`src/rtl/dbc_pkg.sv`:
```
/*
  Shared constants and types for the dual-beam coincidence stop block.
  Assumes a single 10 MHz system clock and an APB master on the register side.
*/
package dbc_pkg;

  // ****************************************************************
  // Timing
  // ****************************************************************
  localparam int CLK_NS = 100;
  localparam int NS_PER_MS = 1000000;
  localparam int TICK_MS = 100;
  // Clock cycles per window tick, 1,000,000 at 10 MHz.
  localparam int TICK_CYC = TICK_MS * NS_PER_MS / CLK_NS;
  localparam int WIN_MIN_MS = 200;
  localparam int WIN_MAX_MS = 1000;
  localparam int WIN_DEF_MS = 500;
  localparam logic [3:0] WIN_MIN = 4'(WIN_MIN_MS / TICK_MS);
  localparam logic [3:0] WIN_MAX = 4'(WIN_MAX_MS / TICK_MS);
  localparam logic [3:0] WIN_DEF = 4'(WIN_DEF_MS / TICK_MS);
  localparam int PULSE_MS = 500;
  localparam logic [3:0] PULSE_TK = 4'(PULSE_MS / TICK_MS);
  localparam int FLASH_MS = 500;
  localparam logic [3:0] FLASH_TK = 4'(FLASH_MS / TICK_MS);
  localparam int PWD_MIN = 10;
  localparam int MS_PER_MIN = 60000;
  localparam logic [12:0] PWD_TK = 13'(PWD_MIN * MS_PER_MIN / TICK_MS);

  // ****************************************************************
  // Channels, password and register map
  // ****************************************************************
  localparam int NCH = 8;
  localparam int NPAIR = 4;
  localparam logic [7:0] LIVE_4CH = 8'h0f;
  localparam logic [19:0] PWD_SEQ = 20'h31425;
  localparam logic [2:0] PWD_LAST = 3'h4;
  localparam logic [3:0] RESP_DEF = 4'h4;
  localparam logic [7:0] ADDR_CFG_END = 8'h20;
  localparam logic [7:0] ADDR_KEY = 8'h20;
  localparam logic [7:0] ADDR_STAT = 8'h24;

  // ****************************************************************
  // Types
  // ****************************************************************
  typedef enum logic [1:0] {MODE_STD, MODE_SYNC, MODE_WEFT, MODE_DUAL} dbc_mode_t;
  typedef enum logic [1:0] {RLY_OFF, RLY_LATCH, RLY_FLASH, RLY_PULSE} dbc_rly_t;
  typedef enum logic [1:0] {PG_START, PG_PWD, PG_UNIT, PG_BASIC} dbc_page_t;
  typedef enum logic [2:0] {CUR_MODE, CUR_RESP, CUR_STOP, CUR_WIN, CUR_RELAY} dbc_cur_t;
  typedef enum logic [2:0] {K_BACK, K_INC, K_DEC, K_UP, K_DOWN, K_FWD, K_UNIT, K_DIGIT}
    dbc_key_t;

  // Per-channel settings; this is also the layout of a CFG register.
  typedef struct packed {
    dbc_rly_t relay;
    logic [3:0] win;
    logic stop_nc;
    logic [3:0] resp;
    dbc_mode_t mode;
  } dbc_cfg_t;

  localparam dbc_cfg_t CFG_RST = '{relay: RLY_OFF, win: WIN_DEF, stop_nc: 1'b0,
                                   resp: RESP_DEF, mode: MODE_STD};

  // Layout of the status register.
  typedef struct packed {
    logic pwd_ok;
    dbc_page_t page;
    dbc_cur_t cur;
    logic [2:0] chan;
    logic stop;
    logic [3:0] stop_num;
  } dbc_stat_t;

  typedef struct packed {
    logic psel;
    logic penable;
    logic pwrite;
    logic [7:0] paddr;
    logic [31:0] pwdata;
  } dbc_apb_req_t;

  typedef struct packed {
    logic pready;
    logic pslverr;
    logic [31:0] prdata;
  } dbc_apb_rsp_t;

endpackage

```
`src/rtl/dbc_pair.sv`:
```
/*
  Coincidence detector for one monitoring position of two beam channels.
  Assumes one-cycle interruption events and a one-cycle 0.1 s tick enable.
*/
`timescale 1ns/100ps
module dbc_pair
  import dbc_pkg::*;
(
  input wire logic clk_sys,
  input wire logic rst,
  input wire logic tick,
  input wire logic dual_en,
  input wire logic ev_lo,
  input wire logic ev_hi,
  input wire logic [3:0] win,
  output logic stop_evt
);

  typedef struct packed {
    logic arm_lo;
    logic arm_hi;
    logic [3:0] cnt;
    logic stop;
  } dbc_pair_st_t;

  dbc_pair_st_t s_q;
  dbc_pair_st_t s_d;
  logic pend;

  assign pend = s_q.arm_lo | s_q.arm_hi;
  assign stop_evt = s_q.stop;

  // ****************************************************************
  // Window timer
  // ****************************************************************
  // A partner arrival in the tick that would expire the window still counts.
  always_comb
  begin
    s_d = s_q;
    s_d.stop = 1'b0;
    if (!dual_en)
    begin
      s_d = '0;  // [RULE7]
    end
    else if ((s_q.arm_lo && ev_hi) || (s_q.arm_hi && ev_lo) || (ev_lo && ev_hi))
    begin
      s_d = '0;
      s_d.stop = 1'b1;  // [RULE2] [RULE20]
    end
    else if (!pend && (ev_lo || ev_hi))
    begin
      s_d.arm_lo = ev_lo;
      s_d.arm_hi = ev_hi;
      s_d.cnt = win;  // [RULE20] [RULE21]
    end
    else if (pend && tick)
    begin
      if (s_q.cnt <= 4'h1)
      begin
        s_d = '0;  // [RULE3]
      end
      else
      begin
        s_d.cnt = s_q.cnt - 4'h1;
      end
    end
  end

  always_ff @(posedge clk_sys)
  begin
    if (rst)
      s_q <= '0;
    else
      s_q <= s_d;
  end
endmodule

```
`src/rtl/dbc_top.sv`:
```
/*
  Dual-beam coincidence stop: eight beam channels, machine stop, relay board
  outputs and the operator menu, driven by key codes written over APB.
  Assumes synchronous inputs, one 10 MHz clock and a synchronous reset.
*/
// Chosen here: the address map and the APB register port.
`timescale 1ns/100ps

// Behaviour
// RULE1: Channels pair 1-2, 3-4, 5-6, 7-8.
// RULE2: Dual pair stops when both interrupt in window.
// RULE3: One beam or late second beam: no stop.
// RULE4: Window 0.2 to 1.0 s, default 0.5 s.
// RULE5: Window setting shown only in dual-beam mode.
// RULE6: Dual stop reports pair's lower channel number.
// RULE7: Both pair channels set dual by configurer.
// RULE8: Configurer sets pair settings identically.
// RULE9: Settings page needs password within ten minutes.
// RULE10: Password is digits 3,1,4,2,5.
// RULE11: Inc/dec edit, up/down move, skip channel.
// RULE12: Relay mode shown only with relay board.
// RULE13: Relay mode 0 keeps relay off.
// RULE14: Relay mode 1 latches until restart.
// RULE15: Relay mode 2 flashes until restart.
// RULE16: Pulse mode drives relay only, no stop.
// RULE17: Pulse relay on about 0.5 s.
// RULE18: Pulse mode allowed only in standard mode.
// RULE19: One relay per channel, second group optional.
// RULE20: First interruption starts timer, expiry clears.
// RULE21: Window kept and timed in 0.1 s steps.
module dbc_top
  import dbc_pkg::*;
#(
  parameter int TICK_CYCLES = TICK_CYC
)
(
  input wire logic clk_sys,
  input wire logic rst,
  input wire logic board_8ch,
  input wire logic relay_board,
  input wire logic restart,
  input wire logic [7:0] beam_int,
  input wire dbc_pkg::dbc_apb_req_t apb_req,
  output dbc_pkg::dbc_apb_rsp_t apb_rsp,
  output logic stop_q,
  output logic [3:0] stop_chan,
  output logic [7:0] relay_q
);
  import dbc_pkg::*;

  typedef struct packed {
    logic [19:0] div;
    logic [3:0] fl_cnt;
    logic fl_ph;
    logic [7:0] beam_prev;
    dbc_cfg_t [NCH-1:0] cfg;
    logic [7:0] latch;
    logic [NCH-1:0][3:0] pcnt;
    logic [7:0] relay;
    logic stop;
    logic [2:0] stop_idx;
    dbc_page_t page;
    dbc_cur_t cur;
    logic [2:0] chan;
    logic [2:0] pidx;
    logic [12:0] pwd_tk;
    logic [31:0] prdata;
    logic pslverr;
  } dbc_state_t;

  // ****************************************************************
  // Helpers
  // ****************************************************************
  // A field is on screen only if its mode or the relay board allows it.
  function automatic logic cur_ok(dbc_cur_t c, dbc_mode_t m, logic b);
    cur_ok = 1'b1;
    if (c == CUR_WIN)
      cur_ok = (m == MODE_DUAL);  // [RULE5]
    else if (c == CUR_RELAY)
      cur_ok = b;  // [RULE12]
  endfunction

  // Moves to the nearest visible field; the channel field is not a stop.
  function automatic dbc_cur_t cur_step(dbc_cur_t c, logic dn, dbc_mode_t m, logic b);
    int v;
    dbc_cur_t r;
    r = c;
    v = int'(c);
    for (int k = 0; k < 4; k++)
    begin
      v = dn ? v + 1 : v - 1;
      if (v >= 0 && v <= 4 && r == c && cur_ok(dbc_cur_t'(3'(v)), m, b))
        r = dbc_cur_t'(3'(v));  // [RULE11]
    end
    return r;
  endfunction

  dbc_state_t s_q;
  dbc_state_t s_d;
  logic [NPAIR-1:0] pair_stop;
  logic [7:0] ev;
  logic [7:0] live;
  logic tick;

  assign live = board_8ch ? 8'hff : LIVE_4CH;  // [RULE1] [RULE19]
  assign ev = beam_int & ~s_q.beam_prev & live;

  // ****************************************************************
  // Coincidence detectors, one per monitoring position
  // ****************************************************************
  // The window comes from the lower channel only, so both must match.
  for (genvar p = 0; p < NPAIR; p++)
  begin : g_pair
    dbc_pair u_pair (
      .clk_sys(clk_sys),
      .rst(rst),
      .tick(tick),
      .dual_en(s_q.cfg[2*p].mode == MODE_DUAL && s_q.cfg[2*p+1].mode == MODE_DUAL),
      .ev_lo(ev[2*p]),
      .ev_hi(ev[2*p+1]),
      .win(s_q.cfg[2*p].win),  // [RULE8]
      .stop_evt(pair_stop[p])
    );
  end

  logic [7:0] fault;
  logic setup;
  logic access;
  logic kv;
  dbc_key_t kc;
  logic [3:0] kd;
  dbc_cfg_t c;
  dbc_rly_t r;
  dbc_stat_t st;
  logic [7:0] a;

  assign tick = (s_q.div == 20'(TICK_CYCLES - 1));
  assign setup = apb_req.psel & ~apb_req.penable;
  assign access = apb_req.psel & apb_req.penable;
  assign a = apb_req.paddr;
  // A key press is a write to the key register, taken at the access edge.
  assign kv = access & apb_req.pwrite & (a == ADDR_KEY);
  assign kc = dbc_key_t'(apb_req.pwdata[2:0]);
  assign kd = apb_req.pwdata[7:4];

  // ****************************************************************
  // Next-state logic
  // ****************************************************************
  always_comb
  begin
    s_d = s_q;
    fault = '0;
    c = s_q.cfg[s_q.chan];
    r = c.relay;
    st = '0;
    s_d.div = tick ? 20'h0 : s_q.div + 20'h1;
    s_d.beam_prev = beam_int;
    if (tick)
    begin
      s_d.fl_cnt = (s_q.fl_cnt == FLASH_TK - 4'h1) ? 4'h0 : s_q.fl_cnt + 4'h1;
      if (s_q.fl_cnt == FLASH_TK - 4'h1)
        s_d.fl_ph = ~s_q.fl_ph;
      if (s_q.pwd_tk != 13'h0)
        s_d.pwd_tk = s_q.pwd_tk - 13'h1;  // [RULE9]
    end
    // A dual channel faults only on its pair's coincidence; others on an edge.
    for (int i = 0; i < NCH; i++)
      fault[i] = (s_q.cfg[i].mode == MODE_DUAL) ? pair_stop[i/2] : ev[i];
    // Restart clears first so that a fault in the same cycle still lands.
    if (restart)
    begin
      s_d.stop = 1'b0;
      s_d.latch = '0;
    end
    // Lowest channel wins when several fault at once.
    for (int i = NCH - 1; i >= 0; i--)
    begin
      if (fault[i] && s_q.cfg[i].relay != RLY_PULSE && (!s_q.stop || restart))  // [RULE16]
      begin
        s_d.stop = 1'b1;  // [RULE2]
        s_d.stop_idx = (s_q.cfg[i].mode == MODE_DUAL) ? 3'(i & 6) : 3'(i);  // [RULE6]
      end
    end
    // Relay outputs; delay here is harmless since they never stop the machine.
    for (int i = 0; i < NCH; i++)
    begin
      unique case (s_q.cfg[i].relay)
        RLY_OFF:
        begin
          s_d.latch[i] = 1'b0;
          s_d.pcnt[i] = 4'h0;
          s_d.relay[i] = 1'b0;  // [RULE13]
        end
        RLY_LATCH:
        begin
          if (fault[i])
            s_d.latch[i] = 1'b1;
          s_d.relay[i] = s_d.latch[i];  // [RULE14]
        end
        RLY_FLASH:
        begin
          if (fault[i])
            s_d.latch[i] = 1'b1;
          s_d.relay[i] = s_d.latch[i] & s_q.fl_ph;  // [RULE15]
        end
        RLY_PULSE:
        begin
          if (fault[i])
            s_d.pcnt[i] = PULSE_TK;  // [RULE17]
          else if (tick && s_q.pcnt[i] != 4'h0)
            s_d.pcnt[i] = s_q.pcnt[i] - 4'h1;
          s_d.relay[i] = (s_d.pcnt[i] != 4'h0);  // [RULE16]
        end
      endcase
    end
    s_d.relay = s_d.relay & live;  // [RULE19]
    // Menu walk driven by key codes.
    if (kv)
    begin
      unique case (s_q.page)
        PG_START:
        begin
          if (kc == K_FWD && s_q.pwd_tk != 13'h0 && (kd < 4'h4 || (board_8ch && kd < 4'h8)))
          begin
            s_d.page = PG_BASIC;  // [RULE9]
            s_d.chan = kd[2:0];
            s_d.cur = CUR_MODE;
          end
          else if (kc == K_UNIT)
          begin
            s_d.page = PG_PWD;
            s_d.pidx = 3'h0;
          end
        end
        PG_PWD:
        begin
          if (kc == K_DIGIT && kd == PWD_SEQ[19 - 4*s_q.pidx -: 4])  // [RULE10]
          begin
            s_d.pidx = s_q.pidx + 3'h1;
            if (s_q.pidx == PWD_LAST)
            begin
              s_d.page = PG_UNIT;
              s_d.pwd_tk = PWD_TK;
            end
          end
          else
          begin
            s_d.page = PG_START;
          end
        end
        PG_UNIT:
        begin
          if (kc == K_BACK)
            s_d.page = PG_START;
        end
        PG_BASIC:
        begin
          unique case (kc)
            K_UP: s_d.cur = cur_step(s_q.cur, 1'b0, c.mode, relay_board);  // [RULE11]
            K_DOWN: s_d.cur = cur_step(s_q.cur, 1'b1, c.mode, relay_board);
            K_INC, K_DEC:
            begin
              unique case (s_q.cur)
                CUR_MODE:
                begin
                  c.mode = dbc_mode_t'(kc == K_INC ? c.mode + 2'h1 : c.mode - 2'h1);
                  if (c.mode != MODE_STD && c.relay == RLY_PULSE)
                    c.relay = RLY_OFF;  // [RULE18]
                end
                CUR_RESP:
                begin
                  if (kc == K_INC && c.resp != 4'hf)
                    c.resp = c.resp + 4'h1;
                  else if (kc == K_DEC && c.resp != 4'h0)
                    c.resp = c.resp - 4'h1;
                end
                CUR_STOP: c.stop_nc = ~c.stop_nc;  // [RULE11]
                CUR_WIN:
                begin
                  if (kc == K_INC && c.win < WIN_MAX)
                    c.win = c.win + 4'h1;  // [RULE4] [RULE21]
                  else if (kc == K_DEC && c.win > WIN_MIN)
                    c.win = c.win - 4'h1;
                end
                CUR_RELAY:
                begin
                  r = dbc_rly_t'(kc == K_INC ? c.relay + 2'h1 : c.relay - 2'h1);
                  if (r != RLY_PULSE || c.mode == MODE_STD)
                    c.relay = r;  // [RULE18]
                end
                default: c = s_q.cfg[s_q.chan];
              endcase
              s_d.cfg[s_q.chan] = c;
            end
            default: s_d.page = PG_START;
          endcase
        end
      endcase
    end
    // Read data is staged in the setup cycle so that it leaves a flip-flop.
    st = '{pwd_ok: s_q.pwd_tk != 13'h0, page: s_q.page, cur: s_q.cur, chan: s_q.chan,
           stop: s_q.stop, stop_num: s_q.stop ? {1'b0, s_q.stop_idx} + 4'h1 : 4'h0};
    if (setup)
    begin
      s_d.prdata = 32'h0;
      s_d.pslverr = 1'b0;
      if (a[1:0] != 2'h0 || a > ADDR_STAT)
        s_d.pslverr = 1'b1;
      else if (a < ADDR_CFG_END)
      begin
        s_d.pslverr = apb_req.pwrite;
        s_d.prdata = 32'(s_q.cfg[a[4:2]]);
      end
      else if (a == ADDR_STAT)
      begin
        s_d.pslverr = apb_req.pwrite;
        s_d.prdata = 32'(st);
      end
    end
  end

  always_ff @(posedge clk_sys)
  begin
    if (rst)
    begin
      s_q <= '0;
      s_q.cfg <= {NCH{CFG_RST}};  // [RULE4]
    end
    else
    begin
      s_q <= s_d;
    end
  end

  // ****************************************************************
  // Outputs
  // ****************************************************************
  assign apb_rsp.pready = 1'b1;
  assign apb_rsp.pslverr = access & s_q.pslverr;
  assign apb_rsp.prdata = s_q.prdata;
  assign stop_q = s_q.stop;
  assign stop_chan = s_q.stop ? {1'b0, s_q.stop_idx} + 4'h1 : 4'h0;
  assign relay_q = s_q.relay;

  // ****************************************************************
  // Checks
  // ****************************************************************
  logic [7:0] off_m;
  logic win_ok;
  logic pulse_ok;

  always_comb
  begin
    off_m = '0;
    win_ok = 1'b1;
    pulse_ok = 1'b1;
    for (int i = 0; i < NCH; i++)
    begin
      off_m[i] = (s_q.cfg[i].relay == RLY_OFF);
      win_ok = win_ok & s_q.cfg[i].win >= WIN_MIN & s_q.cfg[i].win <= WIN_MAX;
      pulse_ok = pulse_ok & (s_q.cfg[i].relay != RLY_PULSE || s_q.cfg[i].mode == MODE_STD);
    end
  end
endmodule

```
`config.mk`:
```
export PLATFORM = sky130hd
export DESIGN_NAME = dbc_top
export DESIGN_NICKNAME = d
export VERILOG_FILES = /design/src/rtl/dbc_pkg.sv /design/src/rtl/dbc_pair.sv /design/src/rtl/dbc_top.sv
export SDC_FILE = /design/constraint.sdc
export NUM_CORES = 1
export LEC_CHECK = 0
export ABC_AREA = 1
export BUFFER_PORTS_ARGS = -buffer_cell sky130_fd_sc_hd__buf_4
export CORE_ASPECT_RATIO = 2
export CORE_MARGIN = 3
export CORE_UTILIZATION = 65
export DETAILED_ROUTE_END_ITERATION = 6
export PLACE_DENSITY_LB_ADDON = 0.1
export SLEW_MARGIN = 20
export SYNTH_ARGS = -nofsm -noshare
export SYNTH_HDL_FRONTEND = slang
export SYNTH_SLANG_ARGS = --single-unit
```
`constraint.sdc`:
```
create_clock -name clk_sys -period 6.54 [get_ports clk_sys]
set_input_delay 1.962 -clock clk_sys [delete_from_list [all_inputs] [get_ports clk_sys]]
set_output_delay 1.962 -clock clk_sys [all_outputs]
set_load 0.1 [all_outputs]
```
**After elaboration in Yosys (flattened, before gate mapping)**

Cells that the tools add are included.

- Register bits: 274
- Input port bits: 56
- Output and inout port bits: 47
- Logic and storage cells: 678

- Add/sub/neg operators: 34
- $lt $le $gt $ge: 29
- Equality and inequality tests: 95
- Shifts and indexed selects: 1
- Multiplexer cells: 237
- Bitwise gates (word level): 28
- Reduce and logical (&&, ||, !) cells: 175

Operators with widths:

| cell | count |
|---|---|
| 4-bit two-way mux | 50 |
| 32-bit by 1-bit greater-or-equal comparator with 1-bit output, second input constant | 4 |
| 32-bit by 4-bit less-or-equal comparator with 1-bit output, second input constant | 4 |
| 104-bit bitwise mux | 1 |
| 13-bit two-way mux | 8 |
| 32-bit by 2-bit subtractor with 32-bit output, second input constant | 3 |
| 3-bit two-way mux | 28 |
| 1-bit two-way mux | 82 |
| 1-bit logical AND | 80 |
| 13-bit binary-select mux with 3-bit select | 2 |
| 4-bit nonzero test | 17 |
| 4-bit case mux with 2 select lines | 8 |
| 2-bit equality test, second input constant | 28 |
| 4-bit by 1-bit subtractor with 4-bit output, second input constant | 14 |
| 3-bit equality test, second input constant | 14 |
| 2-bit two-way mux | 21 |
| 2-bit nonzero test | 20 |
| 13-bit demux with 3-bit select | 1 |
| 3-bit by 2-bit equality test with 1-bit output, second input constant | 12 |
| 33-bit two-way mux | 1 |
| 23-bit by 33-bit indexed part select with 4-bit output, first input constant | 1 |
| 32-bit two-way mux | 1 |
| 1-bit case mux with 4 select lines | 8 |
| 6-bit two-way mux | 5 |
| other kinds (66) | 186 |

**Logic depth before layout (Yosys ltp)**

Gate-level depths: netlist of run 1.

- Depth in word-level cells: 32
- Gate-level depth with buffers: 27
- Gate-level depth less buffers: 26

**Cells and area by module**

From an unflattened synthesis of run 1, not the netlist that was laid out.

- Cell total of the unflattened synthesis: 2,420
- Area, all modules: 16,034.1 µm²

Modules (own cells, without submodules):

| module | instances | cells each | area each (µm²) | seq. area each (µm²) |
|---|---|---|---|---|
| dbc_top | 1 | 2,120 | 14,227.4 | 4,564.4 |
| dbc_pair | 4 | 75 | 451.7 | 140.1 |

**Least setup slack after synthesis of run 1**

No wires, ideal clock.

- Path kind: input port to output port
- From: in apb_req[42] in the netlist's numbering
- To: out apb_rsp[32] in the netlist's numbering
- Arrival: 3.271 ns
- Required time: 4.578 ns
- Setup slack: 1.307 ns
- Stages on the path: 2
- Path buffers: 0
- Path through: nand2_1 -> nor2_1

RTL lines:

| item | RTL line | RTL |
|---|---|---|
| from (decl) | dbc_top.sv:43 | `input wire dbc_pkg::dbc_apb_req_t apb_req,` |
| to (decl) | dbc_top.sv:44 | `output dbc_pkg::dbc_apb_rsp_t apb_rsp,` |

**Worst setup path after layout of run 1**

- From: in apb_req[34] in the netlist's numbering
- To: reg s_q[137] in the netlist's numbering

- Cells in the longest elaborated chain, start to end: 3

Ends and longest elaborated chain:

| item | RTL line | RTL |
|---|---|---|
| 8-bit by 6-bit equality test with 1-bit output | dbc_top.sv:142 | `assign kv = access & apb_req.pwrite & (a == ADDR_KEY);` |
| 1-bit AND | dbc_top.sv:142 |  |
| 3-bit AND reduction (no source line) | - |  |
| to (decl) | dbc_top.sv:98 | `dbc_state_t s_q;` |

No other way between the ends.
A chain may end at the register's enable or synchronous reset.

==> run summary, run 1 <==
========================================================================================
Number of iterations in the first detailed-routing pass                                6
Reg2Reg Depth                                                                         24
Leading post-synthesis cells by cell area                                   sky130_fd_sc_hd__dfxtp_1 33%, sky130_fd_sc_hd__nand2_1 9.7%, sky130_fd_sc_hd__inv_1 8.5%, sky130_fd_sc_hd__a21oi_1 7.3%, sky130_fd_sc_hd__ha_1 6.4%
Power Dens Cells                                                              191 nW/um2
Endpoint of the worst register-to-register path                                  s_q[53]
Final worst-path cycle share                                                       0.725
Cell breakdown of the critical path                                         buf_4 -> nor2_1 -> inv_2 -> nor4_1 -> inv_1 -> nor2_1 -> nand2_1 -> a21oi_1 -> o21ai_0 -> inv_1
Core Area                                                                     23,500 um2
H-tree lvl count                                                                       1
Overflow left after global routing                                                     0
Hold WC Path Type                                                                reg2reg
Number of hold-slack violations in the final timing report                             0
YS warnings                                                                            0
Worst setup EP type                                                            flip-flop
Setup repair after global routing missed its margin                                   no
Data arrival time of the critical path                                           5.22 ns
Number of flops mapped to enable cells by yosys                                        0
Die width                                                                         116 um
Average detailed-routed wire length per instance                                 17.9 um
Clock period minus final worst setup slack                                       4.74 ns
Syn avg cell area                                                               6.78 um2
Number of remaining DRC errors                                                         0
Number of diodes                                                                       0
Data required, critical path                                                     7.02 ns
Filler cell count                                                                  2,073
Max Slew Vio Count                                                                     0
Number of buffers inserted for hold repair after clock tree synthesis                  0
Via count of the first global-routing pass                                        15,274
Total Wirelength                                                                 47.0 mm
Initial core utilization                                                           0.668
Most used flip-flop cell after synthesis                                    sky130_fd_sc_hd__dfxtp_1
Clk sinks                                                                            256
Final net count                                                                    2,460
Crit path to                                                                    s_q[137]
Post-route standard cell area excluding fillers                               16,800 um2
Fraction of final layout cells sized beyond drive strength 1                      0.0735
Die height                                                                        226 um
Total placed instance area                                                    16,100 um2
Via Count                                                                         15,913
Crit path kind                                                                    in2reg
Measured slew at the worst slew-check pin                                        1.12 ns
Clock Root Buffer                                                           sky130_fd_sc_hd__clkbuf_16
Netlist cell types                                                                    61
Antenna violations before repair                                                       1
Pin count of the biggest net entering global routing                                 100
Cell Rows                                                                             79
Final estimated routing congestion in global placement                              1.01
Worst slew margin relative to its limit                                            0.248
Post-cts gate resize count                                                             0
Worst voltage drop across the vdd grid                                        0.000208 V
Most area-hungry cell type in the Yosys netlist                             sky130_fd_sc_hd__dfxtp_1
Cts bufs inserted                                                                     24
1st-iter DRT viols                                                                 1,429
Setup crit start                                                             apb_req[34]
Launch point of the worst reg-to-reg path                                        s_q[53]
Max Clk Rate                                                                     211 MHz
Ratio of routed vias to standard cells                                              6.07
Post-route clock skew                                                          0.0117 ns
Clock latency at the later pin of the worst-skew pair                            0.54 ns
Synth top cells by count                                                    405 x sky130_fd_sc_hd__nand2_1, 354 x sky130_fd_sc_hd__inv_1, 256 x sky130_fd_sc_hd__dfxtp_1
Total of buffers placed on input and output ports                                     58
Netlist area before placement                                                 15,700 um2
Result of the run                                                              completed
CTS tree                                                                             yes
Worst setup SP type                                                            input pin
Synth Register Bits                                                                  256
Synth Instances                                                                    2,317
Setup violators final                                                                  0
Count leader, synth                                                         sky130_fd_sc_hd__nand2_1
Category of cells accounting for the largest share of critical-path delay   simple AND/OR/NAND/NOR gates
Crit path depth                                                                       10
Worst Path Max Fanout                                                                 31
Post-DP HPWL                                                                     34.4 mm
Async set-or-reset flop fraction in the synthesized netlist                            0
Final sum of negative setup slack                                                   0 ns
Clock-pin slew of the registers on the worst-case setup and hold paths           0.07 ns
CP bufs+invs                                                                           4
Wire length of the first global-routing pass                                     74.3 mm
Total die area                                                                26,200 um2
Reg2Reg Setup Slack                                                              2.15 ns
Area overhead of the layout relative to synthesis                                  7.11%
Total global routing track utilization                                             0.354
Number of setup buffers added after CTS                                                0
Max-cap violations                                                                     0
Number of nets still failing antenna checks after routing                              0
Maximum number of buffers from clock root to sink                                      3
Top Ports                                                                            103
Proportion of synthesized chip area in sequential cells                            0.326
Static leakage                                                                   7.31 nW
Slowest cell on crit path                                                   sky130_fd_sc_hd__nand2_1
Crit-path max cell delay                                                         0.72 ns
Area share of the leading cell type in the synthesized netlist                     0.326
========================================================================================
worst register-to-register path, cell delays in order (launching register included):
cell and delay [ns]:
sky130_fd_sc_hd__dfxtp_1 0.65, sky130_fd_sc_hd__inv_2 0.25, sky130_fd_sc_hd__ha_1 0.33, sky130_fd_sc_hd__xnor2_2 0.28
sky130_fd_sc_hd__inv_1 0.10, sky130_fd_sc_hd__ha_1 0.37, sky130_fd_sc_hd__xnor2_1 0.42, sky130_fd_sc_hd__inv_1 0.12
sky130_fd_sc_hd__ha_1 0.20, sky130_fd_sc_hd__nand3_1 0.08, sky130_fd_sc_hd__o21ai_1 0.07, sky130_fd_sc_hd__nor2_1 0.09
sky130_fd_sc_hd__nand2_1 0.05, sky130_fd_sc_hd__nor2_1 0.15, sky130_fd_sc_hd__nand2_1 0.09, sky130_fd_sc_hd__nor2_2 0.13
sky130_fd_sc_hd__nand3_1 0.10, sky130_fd_sc_hd__nand2_1 0.12, sky130_fd_sc_hd__nand2_1 0.07, sky130_fd_sc_hd__nand2_2 0.12
sky130_fd_sc_hd__nand3_1 0.12, sky130_fd_sc_hd__nand2_1 0.09, sky130_fd_sc_hd__nand3_1 0.08, sky130_fd_sc_hd__nand3_1 0.11
sky130_fd_sc_hd__a21oi_2 0.05
report_power, final:
part           total, mW  internal [mW]  switching (mW)
Clock               1.39          0.768           0.620
Sequential          1.57           1.57         0.00437
Combinational      0.255         0.0541           0.201
through the flow:
stage	total power [mW]	setup WS (ns)	utilization	hold slack, ns	std cells
6_report	3.21	1.80	0.716	0.449	2623
5_1_grt	3.29	1.52	0.716	0.480	2623
4_1_cts	3.21	1.92	0.716	0.461	2623
3_5_place_dp	1.85	1.41	0.683	0.453	2580
3_3_place_gp	1.85	1.48	0.683	0.439	2580
2_1_floorplan	1.79	1.31	-	0.418	2334
logic make-up (layout without fill, tap and decap cells):
logic type,Yosys count,in the layout,share of synthesized area
simple gates,848,848,0.236
compound gates,616,616,0.226
buf+inv,478,484,0.125
flops,256,256,0.326
fa+ha+maj,81,81,0.0645
xor+xnor,36,36,0.0220
other cells,2,19,0.000478
per-layer routing:
layer | vias up | part of all wire | wire length [um] | global-route usage
met5 | - | 0 | 0 | 0
met4 | 0 | 0.093 | 4390 | 0.288
met3 | 251 | 0.064 | 3010 | 0.0510
met2 | 713 | 0.50 | 23700 | 0.629
met1 | 7267 | 0.34 | 15900 | 0.356
li1 | 7682 | - | - | -
how the worst min path moves through the flow:
stage                     slack (ns)       end  depth (start not counted)      from
after detailed placement        0.45  s_q[226]                          1  s_q[226]
after global placement          0.44  s_q[226]                          1  s_q[226]
after CTS                       0.46  s_q[226]                          1  s_q[226]
after floorplan                 0.42  s_q[226]                          1  s_q[226]
after global routing            0.48  s_q[101]                          2  s_q[101]
final                           0.45  s_q[226]                          1  s_q[226]
cell usage in the layout, fill, tap and decap left out, types with 4 or more instances in the layout:
| cell type | n |
|---|---|
| sky130_fd_sc_hd__a31oi_1 | 15 |
| sky130_fd_sc_hd__nand2_1 | 405 |
| sky130_fd_sc_hd__nor3_1 | 41 |
| sky130_fd_sc_hd__inv_1 | 354 |
| sky130_fd_sc_hd__nor2_1 | 199 |
| sky130_fd_sc_hd__clkbuf_8 | 6 |
| sky130_fd_sc_hd__o2111ai_1 | 7 |
| sky130_fd_sc_hd__o211ai_1 | 13 |
| sky130_fd_sc_hd__nor4_1 | 17 |
| sky130_fd_sc_hd__clkinv_2 | 5 |
| sky130_fd_sc_hd__o41ai_1 | 4 |
| sky130_fd_sc_hd__o221ai_1 | 28 |
| sky130_fd_sc_hd__nand2_4 | 7 |
| sky130_fd_sc_hd__o21ai_0 | 194 |
| sky130_fd_sc_hd__conb_1 | 19 |
| sky130_fd_sc_hd__xor2_1 | 28 |
| sky130_fd_sc_hd__a221oi_1 | 14 |
| sky130_fd_sc_hd__nor2_2 | 4 |
| sky130_fd_sc_hd__o31ai_1 | 5 |
| sky130_fd_sc_hd__buf_4 | 66 |
| sky130_fd_sc_hd__or2_2 | 8 |
| sky130_fd_sc_hd__a21oi_1 | 230 |
| sky130_fd_sc_hd__clkbuf_1 | 6 |
| sky130_fd_sc_hd__nand2_2 | 11 |
| sky130_fd_sc_hd__nand3_1 | 107 |
| sky130_fd_sc_hd__dfxtp_1 | 256 |
| sky130_fd_sc_hd__nor3b_1 | 9 |
| sky130_fd_sc_hd__ha_1 | 81 |
| sky130_fd_sc_hd__a211oi_1 | 16 |
| sky130_fd_sc_hd__inv_2 | 18 |
| sky130_fd_sc_hd__o21ai_1 | 27 |
| sky130_fd_sc_hd__clkbuf_16 | 25 |
| sky130_fd_sc_hd__nand4_1 | 26 |
| sky130_fd_sc_hd__o22ai_1 | 34 |
| sky130_fd_sc_hd__a311oi_1 | 4 |
| sky130_fd_sc_hd__xnor2_1 | 4 |
| sky130_fd_sc_hd__a22oi_1 | 8 |
flip-flops by register name, indices dropped and copies added, names as in the netlist:
register                flops
apb_rsp                    14
g_pair.u_pair.s_q          24
g_pair.u_pair.stop_evt      4
relay_q                     8
s_q                       205
stop_q                      1
area by class of cell:
type / count / area, um2 / share of cell area
multi-input cells: 1600 / 8680 / 0.516
well taps: 283 / 354 / 0.0210
inverters: 375 / 1410 / 0.0838
clock inverters: 6 / 32.5 / 0.00193
repair buffers: 66 / 495 / 0.0294
clock buffers: 37 / 731 / 0.0434
flip-flops and latches: 256 / 5120 / 0.304
No activity file was read; power rests on OpenSTA's default activity.
==> run 2: changes to the inputs <==
--- a/config.mk
+++ b/config.mk
@@ -5,11 +5,11 @@
 export SDC_FILE = /design/constraint.sdc
 export NUM_CORES = 1
 export LEC_CHECK = 0
-export ABC_AREA = 1
+export ABC_AREA = 0
 export BUFFER_PORTS_ARGS = -buffer_cell sky130_fd_sc_hd__buf_4
 export CORE_ASPECT_RATIO = 2
 export CORE_MARGIN = 3
-export CORE_UTILIZATION = 65
+export CORE_UTILIZATION = 56
 export DETAILED_ROUTE_END_ITERATION = 6
 export PLACE_DENSITY_LB_ADDON = 0.1
 export SLEW_MARGIN = 20
==> constraint.sdc (replaced) <==
create_clock -name clk_sys -period 4.1 [get_ports clk_sys]
set_input_delay 1.23 -clock clk_sys [delete_from_list [all_inputs] [get_ports clk_sys]]
set_output_delay 1.23 -clock clk_sys [all_outputs]
set_load 0.1 [all_outputs]
==> run 2 against run 1 <==
Net effect:
- combinational power grew 39%
- register-to-register slack got worse by 1.6 ns
- die area grew 16%
- sequential power rose by 59%
- synthesized cell count is 16% lower
- cell count is 10% lower
- hold slack gained 0.0093 ns
- utilization shrank 8.5 points
- highest routed layer unchanged
==> run summary, run 2 <==
=====================================================================================
Switching part of the total                                                     0.251   -0.00617
Total Wirelength                                                              46.6 mm   -0.85%
Final sum of negative setup slack                                                0 ns   unchanged
Number of nets still failing antenna checks after routing                           0   unchanged
Worst slew margin relative to its limit                                         0.437   +0.189
Ratio of routed vias to standard cells                                           6.17   +1.7%
Synth Register Bits                                                               256   unchanged
Cell Rows                                                                          86   +8.9%
Clock-pin slew of the registers on the worst-case setup and hold paths        0.07 ns   about the same
Post-DP HPWL                                                                  35.0 mm   +1.9%
Post-cts gate resize count                                                          0   unchanged
Average detailed-routed wire length per instance                              19.8 um   +10%
Result of the run                                                           completed
Worst voltage drop across the vdd grid                                     0.000368 V   +77%
Cts bufs inserted                                                                  25   +4.2%
Total net switching power                                                     1.32 mW   +60%
Total placed instance area                                                 16,600 um2   +3.2%
Maximum number of buffers from clock root to sink                                   3   unchanged
Count leader, synth                                                      sky130_fd_sc_hd__nor2_1
Final worst-path cycle share                                                    0.877
Post-route total power                                                        5.28 mW   +64%
H-tree lvl count                                                                    1   unchanged
Share of total power in sequential cells                                        0.474   -0.015
Total global routing track utilization                                          0.301   -0.0533
Pin count of the biggest net entering global routing                               73   -27%
Max-cap violations                                                                  0   unchanged
Combinational fraction of design power                                          0.067   -0.012
Leading post-synthesis cells by cell area                                sky130_fd_sc_hd__dfxtp_1 33%, sky130_fd_sc_hd__nor2_1 7.5%, sky130_fd_sc_hd__ha_1 6.4%, sky130_fd_sc_hd__a21oi_1 5.4%, sky130_fd_sc_hd__mux4_2 4.9%
Clock Root Buffer                                                        sky130_fd_sc_hd__clkbuf_16
Number of diodes                                                                    0   unchanged
Antenna violations before repair                                                    1   unchanged
Number of setup buffers added after CTS                                             0   unchanged
CTS tree                                                                          yes
Clock period minus final worst setup slack                                    3.59 ns
Core Area                                                                  27,700 um2   +18%
Setup violators final                                                               0   unchanged
Final estimated routing congestion in global placement                          0.987   -2.5%
Leading cell type in the layout, fill and taps excluded                  sky130_fd_sc_hd__nor2_1
Via Count                                                                      14,543   -8.6%
Die height                                                                     243 um   +7.7%
Number of flops mapped to enable cells by yosys                                     0   unchanged
Most used flip-flop cell after synthesis                                 sky130_fd_sc_hd__dfxtp_1
Fraction of final layout cells sized beyond drive strength 1                    0.122   +0.0486
Number of remaining DRC errors                                                      0   unchanged
Register ranked first by flip-flop count                                          s_q
Most area-hungry cell type in the Yosys netlist                          sky130_fd_sc_hd__dfxtp_1
1st-iter DRT viols                                                                778   -46%
Proportion of synthesized chip area in sequential cells                         0.325   -0.000932
Max Slew Vio Count                                                                  0   unchanged
Share of total power in the clock network                                       0.459   +0.027
Total die area                                                             30,300 um2   +16%
Worst setup SP type                                                         flip-flop
Via count of the first global-routing pass                                     14,630   -4.2%
Area share of the leading cell type in the synthesized netlist                  0.325   -0.000932
Netlist area before placement                                              15,800 um2   +0.29%
Hold WC Path Type                                                             reg2reg
Setup repair after global routing missed its margin                                no
Area overhead of the layout relative to synthesis                               10.6%
Synth top cells by count                                                 315 x sky130_fd_sc_hd__nor2_1, 256 x sky130_fd_sc_hd__dfxtp_1, 170 x sky130_fd_sc_hd__a21oi_1
YS warnings                                                                         0   unchanged
Top library cells by usage in the layout, fill and taps aside            315 x sky130_fd_sc_hd__nor2_1, 256 x sky130_fd_sc_hd__dfxtp_1, 170 x sky130_fd_sc_hd__a21oi_1, 149 x sky130_fd_sc_hd__nand2_1, 127 x sky130_fd_sc_hd__buf_4
Measured slew at the worst slew-check pin                                    0.822 ns   -0.295 ns
Async set-or-reset flop fraction in the synthesized netlist                         0   unchanged
Data required, critical path                                                  4.60 ns   -2.42 ns
Number of buffers inserted for hold repair after clock tree synthesis               0   unchanged
Int Pwr                                                                       3.96 mW   +66%
Worst setup EP type                                                         flip-flop
Clk sinks                                                                         256   unchanged
Data arrival time of the critical path                                        4.09 ns   -1.13 ns
Total of buffers placed on input and output ports                                  58   unchanged
Static leakage                                                                6.66 nW   -8.9%
Overflow left after global routing                                                  0   unchanged
Wire length of the first global-routing pass                                  74.7 mm   +0.58%
Top Ports                                                                         103   unchanged
Syn avg cell area                                                            8.08 um2   +19%
Largest register FFs                                                              205   unchanged
Post-route standard cell area excluding fillers                            17,400 um2   +3.6%
Post-route clock skew                                                       0.0276 ns   +0.0159 ns
Final net count                                                                 2,124   -14%
Cell count after placement                                                      2,312   -10%
Worst Hold Slack                                                             0.458 ns   +0.00931 ns
Netlist cell types                                                                 86   +41%
Initial core utilization                                                        0.570   -0.0981
Number of hold-slack violations in the final timing report                          0   unchanged
Crit path kind                                                                reg2reg
Clock latency at the later pin of the worst-skew pair                         0.56 ns   +0.02 ns
Max Clk Rate                                                                  278 MHz
Final cell count without fillers                                                2,358   -10%
Die width                                                                      125 um   +7.5%
Synth Instances                                                                 1,950   -16%
Number of iterations in the first detailed-routing pass                             5   -1
Power Dens Cells                                                           303 nW/um2   +59%
Worst Path Max Fanout                                                               9   -71%
=====================================================================================
run 2: worst max-delay path: stages (launching register included):
cell,delay (ns)
sky130_fd_sc_hd__dfxtp_1,0.37
sky130_fd_sc_hd__clkinv_1,0.10
sky130_fd_sc_hd__ha_1,0.24
sky130_fd_sc_hd__xnor2_1,0.20
sky130_fd_sc_hd__inv_1,0.09
sky130_fd_sc_hd__ha_1,0.42
sky130_fd_sc_hd__xnor2_1,0.38
sky130_fd_sc_hd__inv_1,0.16
sky130_fd_sc_hd__ha_1,0.31
sky130_fd_sc_hd__inv_1,0.07
sky130_fd_sc_hd__a21oi_1,0.04
sky130_fd_sc_hd__a31oi_1,0.14
sky130_fd_sc_hd__nand4_1,0.14
sky130_fd_sc_hd__nor4_2,0.44
sky130_fd_sc_hd__nand4_1,0.14
sky130_fd_sc_hd__a31oi_1,0.19
sky130_fd_sc_hd__a31o_1,0.12
run 2: power by group through the flow:
stage	combinational (mW)	sequential, mW	clock, mW
2_1_floorplan	0.270	2.56	0
3_3_place_gp	0.351	2.56	0
3_5_place_dp	0.353	2.56	0
4_1_cts	0.355	2.50	2.46
5_1_grt	0.380	2.50	2.54
6_report	0.354	2.50	2.42
run 2: path summary, 6_finish.rpt:
| check | start | to | slack (ns) | cells past startpoint |
|---|---|---|---|---|
| setup / recovery | s_q[52] | s_q[52] | 0.51 | 16 |
| hold / removal | s_q[226] | s_q[226] | 0.46 | 1 |
| setup reg to reg | s_q[52] | s_q[52] | 0.51 | 16 |
| hold reg to reg | s_q[226] | s_q[226] | 0.46 | 1 |
run 2: area by class of cell:
class	count	area, um2
clock buffers	31	668
clock inverters	15	179
fillers	2488	10200
inverters	93	352
multi-input cells	1479	9630
flip-flops and latches	256	5120
well taps	352	440
repair buffers	132	1040
run 2: metal layers:
layer  global-route usage  wire length [um]
met1                0.293             16000
met2                0.554             24100
met3               0.0396              2140
met4                0.247              4390
met5                    0                 0
run 2: stage by stage:
stage / setup slack, ns / util
after floorplan: 0.0408 / -
after global placement: 0.494 / 0.600
after detailed placement: 0.470 / 0.600
after CTS: 0.536 / 0.630
after global routing: 0.113 / 0.630
final: 0.506 / 0.630
run 2: logic make-up after synthesis:
logic type / synth area share
adders and majority gates: 0.0643
xor gates and xnor gates: 0.0308
and+or+nand+nor: 0.225
muxes: 0.0819
AOI/OAI and AO/OA: 0.204
DFF: 0.325
other: 0.000477
buffers and inverters: 0.0685
==> run 3: changes to the inputs <==
--- a/config.mk
+++ b/config.mk
@@ -9,8 +9,9 @@
 export BUFFER_PORTS_ARGS = -buffer_cell sky130_fd_sc_hd__buf_4
 export CORE_ASPECT_RATIO = 2
 export CORE_MARGIN = 3
-export CORE_UTILIZATION = 56
+export CORE_UTILIZATION = 65
 export DETAILED_ROUTE_END_ITERATION = 6
+export GPL_TIMING_DRIVEN = 1
 export PLACE_DENSITY_LB_ADDON = 0.1
 export SLEW_MARGIN = 20
 export SYNTH_ARGS = -nofsm -noshare
==> constraint.sdc (replaced) <==
create_clock -name clk_sys -period 4.2 [get_ports clk_sys]
set_input_delay 1.26 -clock clk_sys [delete_from_list [all_inputs] [get_ports clk_sys]]
set_output_delay 1.26 -clock clk_sys [all_outputs]
set_load 0.1 [all_outputs]
==> run 3 against run 2 <==
Net effect:
- die area fell by 13%
- flip-flop and latch count did not move
- non-clock buffer count fell by 11
- clock-buffer cell count did not move
- worst setup slack got worse by 0.024 ns
- maximum frequency fell by 3.3%
- clock skew fell by 0.013 ns
- via count rose by 2.1%
- combinational power fell by 2%
- critical path type unchanged
- largest cell class unchanged
- largest power group unchanged
==> run summary, run 3 (same netlist as run 2, synthesis figures left out) <==
========================================================================================
Result of the run                                                              completed
Crit path depth                                                                       12   -4
Category of cells accounting for the largest share of critical-path delay   multiplexers
Max-cap violations                                                                     0   unchanged
Final worst-path cycle share                                                       0.885   +0.00855
Clock-pin slew of the registers on the worst-case setup and hold paths           0.06 ns   about the same
Clock period minus final worst setup slack                                       3.72 ns   +0.124 ns
Hold WC Path Type                                                                reg2reg
Leading cell type in the layout, fill and taps excluded                     sky130_fd_sc_hd__nor2_1
Worst slew margin relative to its limit                                            0.354   -0.0828
Setup violators final                                                                  0   unchanged
Number of nets still failing antenna checks after routing                              0   unchanged
Post-cts gate resize count                                                             0   unchanged
Total of buffers placed on input and output ports                                     58   unchanged
Cell breakdown of the critical path                                         buf_4 -> mux4_2 -> mux2i_1 -> ha_1 -> o21ai_0 -> nand3_1 -> o21ai_0 -> a21oi_1 -> buf_4 -> nor2_1 -> a21oi_1 -> nor2_1
Total Wirelength                                                                 46.7 mm   +0.26%
Combinational fraction of design power                                             0.068   about the same
Clock Root Buffer                                                           sky130_fd_sc_hd__clkbuf_16
Max Clk Rate                                                                     269 MHz   -3.3%
Worst setup EP type                                                            flip-flop
Initial core utilization                                                           0.662   +0.0917
Total global routing track utilization                                             0.354   +0.0534
Die width                                                                         116 um   -6.8%
Worst setup SP type                                                            flip-flop
Total net switching power                                                        1.27 mW   -3.9%
Average detailed-routed wire length per instance                                 20.5 um   +3.6%
Cell Rows                                                                             80   -7.0%
Number of setup buffers added after CTS                                                0   unchanged
Slowest cell on crit path                                                   sky130_fd_sc_hd__dfxtp_1
Worst voltage drop across the vdd grid                                        0.000394 V   +7.0%
Filler cell count                                                                  1,915   -23%
Via Count                                                                         14,854   +2.1%
Overflow left after global routing                                                     0   unchanged
Core Area                                                                     23,800 um2   -14%
Final estimated routing congestion in global placement                              1.02   +3.8%
CTS tree                                                                             yes
Worst Hold Slack                                                                0.460 ns   +0.00193 ns
Max Slew Vio Count                                                                     0   unchanged
Pin count of the biggest net entering global routing                                  90   +23%
Maximum number of buffers from clock root to sink                                      3   unchanged
Final net count                                                                    2,113   -0.52%
Depth of the worst hold-timing path                                                    1   unchanged
Area overhead of the layout relative to synthesis                                  9.38%
Post-route total power                                                           5.11 mW   -3.2%
Top library cells by usage in the layout, fill and taps aside               315 x sky130_fd_sc_hd__nor2_1, 256 x sky130_fd_sc_hd__dfxtp_1, 170 x sky130_fd_sc_hd__a21oi_1, 149 x sky130_fd_sc_hd__nand2_1, 118 x sky130_fd_sc_hd__buf_4
Reg2Reg Depth                                                                         12   -4
Crit-path max cell delay                                                         0.84 ns   +0.40 ns
Ratio of routed vias to standard cells                                              6.51   +5.6%
Cts bufs inserted                                                                     25   unchanged
Via count of the first global-routing pass                                        14,760   +0.89%
Top Ports                                                                            103   unchanged
Die height                                                                        226 um   -7.0%
Post-DP HPWL                                                                     33.9 mm   -3.1%
Number of iterations in the first detailed-routing pass                                6   +1
Int Pwr                                                                          3.84 mW   -2.9%
Data required, critical path                                                     4.60 ns   about the same
Clock latency at the later pin of the worst-skew pair                            0.54 ns   -0.02 ns
Final sum of negative setup slack                                                   0 ns   unchanged
Number of buffers inserted for hold repair after clock tree synthesis                  0   unchanged
Measured slew at the worst slew-check pin                                       0.942 ns   +0.121 ns
CP bufs+invs                                                                           2   -2
Total die area                                                                26,300 um2   -13%
Data arrival time of the critical path                                           4.12 ns   +0.03 ns
Static leakage                                                                   6.60 nW   -0.96%
Post-route clock skew                                                          0.0150 ns   -0.0126 ns
Crit path kind                                                                   reg2reg
Number of hold-slack violations in the final timing report                             0   unchanged
Wire length of the first global-routing pass                                     73.6 mm   -1.6%
Largest register FFs                                                                 205   unchanged
Register ranked first by flip-flop count                                             s_q
Number of remaining DRC errors                                                         0   unchanged
1st-iter DRT viols                                                                 1,018   +31%
Clk sinks                                                                            256   unchanged
Antenna violations before repair                                                       0   -1
Power Dens Cells                                                              297 nW/um2   -2.1%
Switching part of the total                                                        0.249   -0.00184
Setup repair after global routing missed its margin                                   no
Worst Path Max Fanout                                                                 15   +6
Share of total power in the clock network                                          0.454   -0.005
Number of diodes                                                                       0   unchanged
H-tree lvl count                                                                       1   unchanged
Fraction of final layout cells sized beyond drive strength 1                       0.118   -0.00378
Share of total power in sequential cells                                           0.478   +0.004
========================================================================================
==> run 3: cell count changes in the layout (fill, tap and decap cells not counted), sizes merged <==
cell / delta
bufinv: -1
clkinv: +1
clkinvlp: +1
inv: -2
buf: -11
==> run 3: cell type report <==
cell class | instances | area (um2) | share of cell area
Clock buffer | 31 | 698 | 0.0405
Multi-Input combinational cell | 1479 | 9630 | 0.558
Timing Repair Buffer | 121 | 937 | 0.0544
Tap cell | 287 | 359 | 0.0208
Clock inverter | 14 | 143 | 0.00827
Sequential cell | 256 | 5120 | 0.297
Inverter | 93 | 352 | 0.0204
==> run 3: power by group through the flow <==
stage | clock network (mW) | registers, mW | logic [mW]
after floorplan | 0 | 2.50 | 0.263
after global placement | 0 | 2.50 | 0.339
after detailed placement | 0 | 2.50 | 0.342
after CTS | 2.35 | 2.45 | 0.344
after global routing | 2.42 | 2.45 | 0.371
final | 2.32 | 2.45 | 0.348
==> run 3: per-stage QoR <==
step | cell area (um2) | instances | worst slack, ns | util
5_1_grt | 17200 | 2281 | 0.227 | 0.724
4_1_cts | 17200 | 2281 | 0.585 | 0.724
3_3_place_gp | 16400 | 2236 | 0.517 | 0.688
3_5_place_dp | 16400 | 2236 | 0.479 | 0.688
6_report | 17200 | 2281 | 0.482 | 0.724
2_1_floorplan | 15800 | 1967 | 0.141 | -
==> run 3: worst paths after layout <==
path	start	endpoint	slack, ns
setup reg to reg	s_q[51]	s_q[198]	0.48
hold reg to reg	s_q[226]	s_q[226]	0.46
setup / recovery	s_q[51]	s_q[198]	0.48
hold / removal	s_q[226]	s_q[226]	0.46
==> run 3: metal layers <==
layer	global-route usage	routed length, um
met1	0.342	15600
met2	0.630	23600
met3	0.0593	2810
met4	0.305	4780
met5	0	0
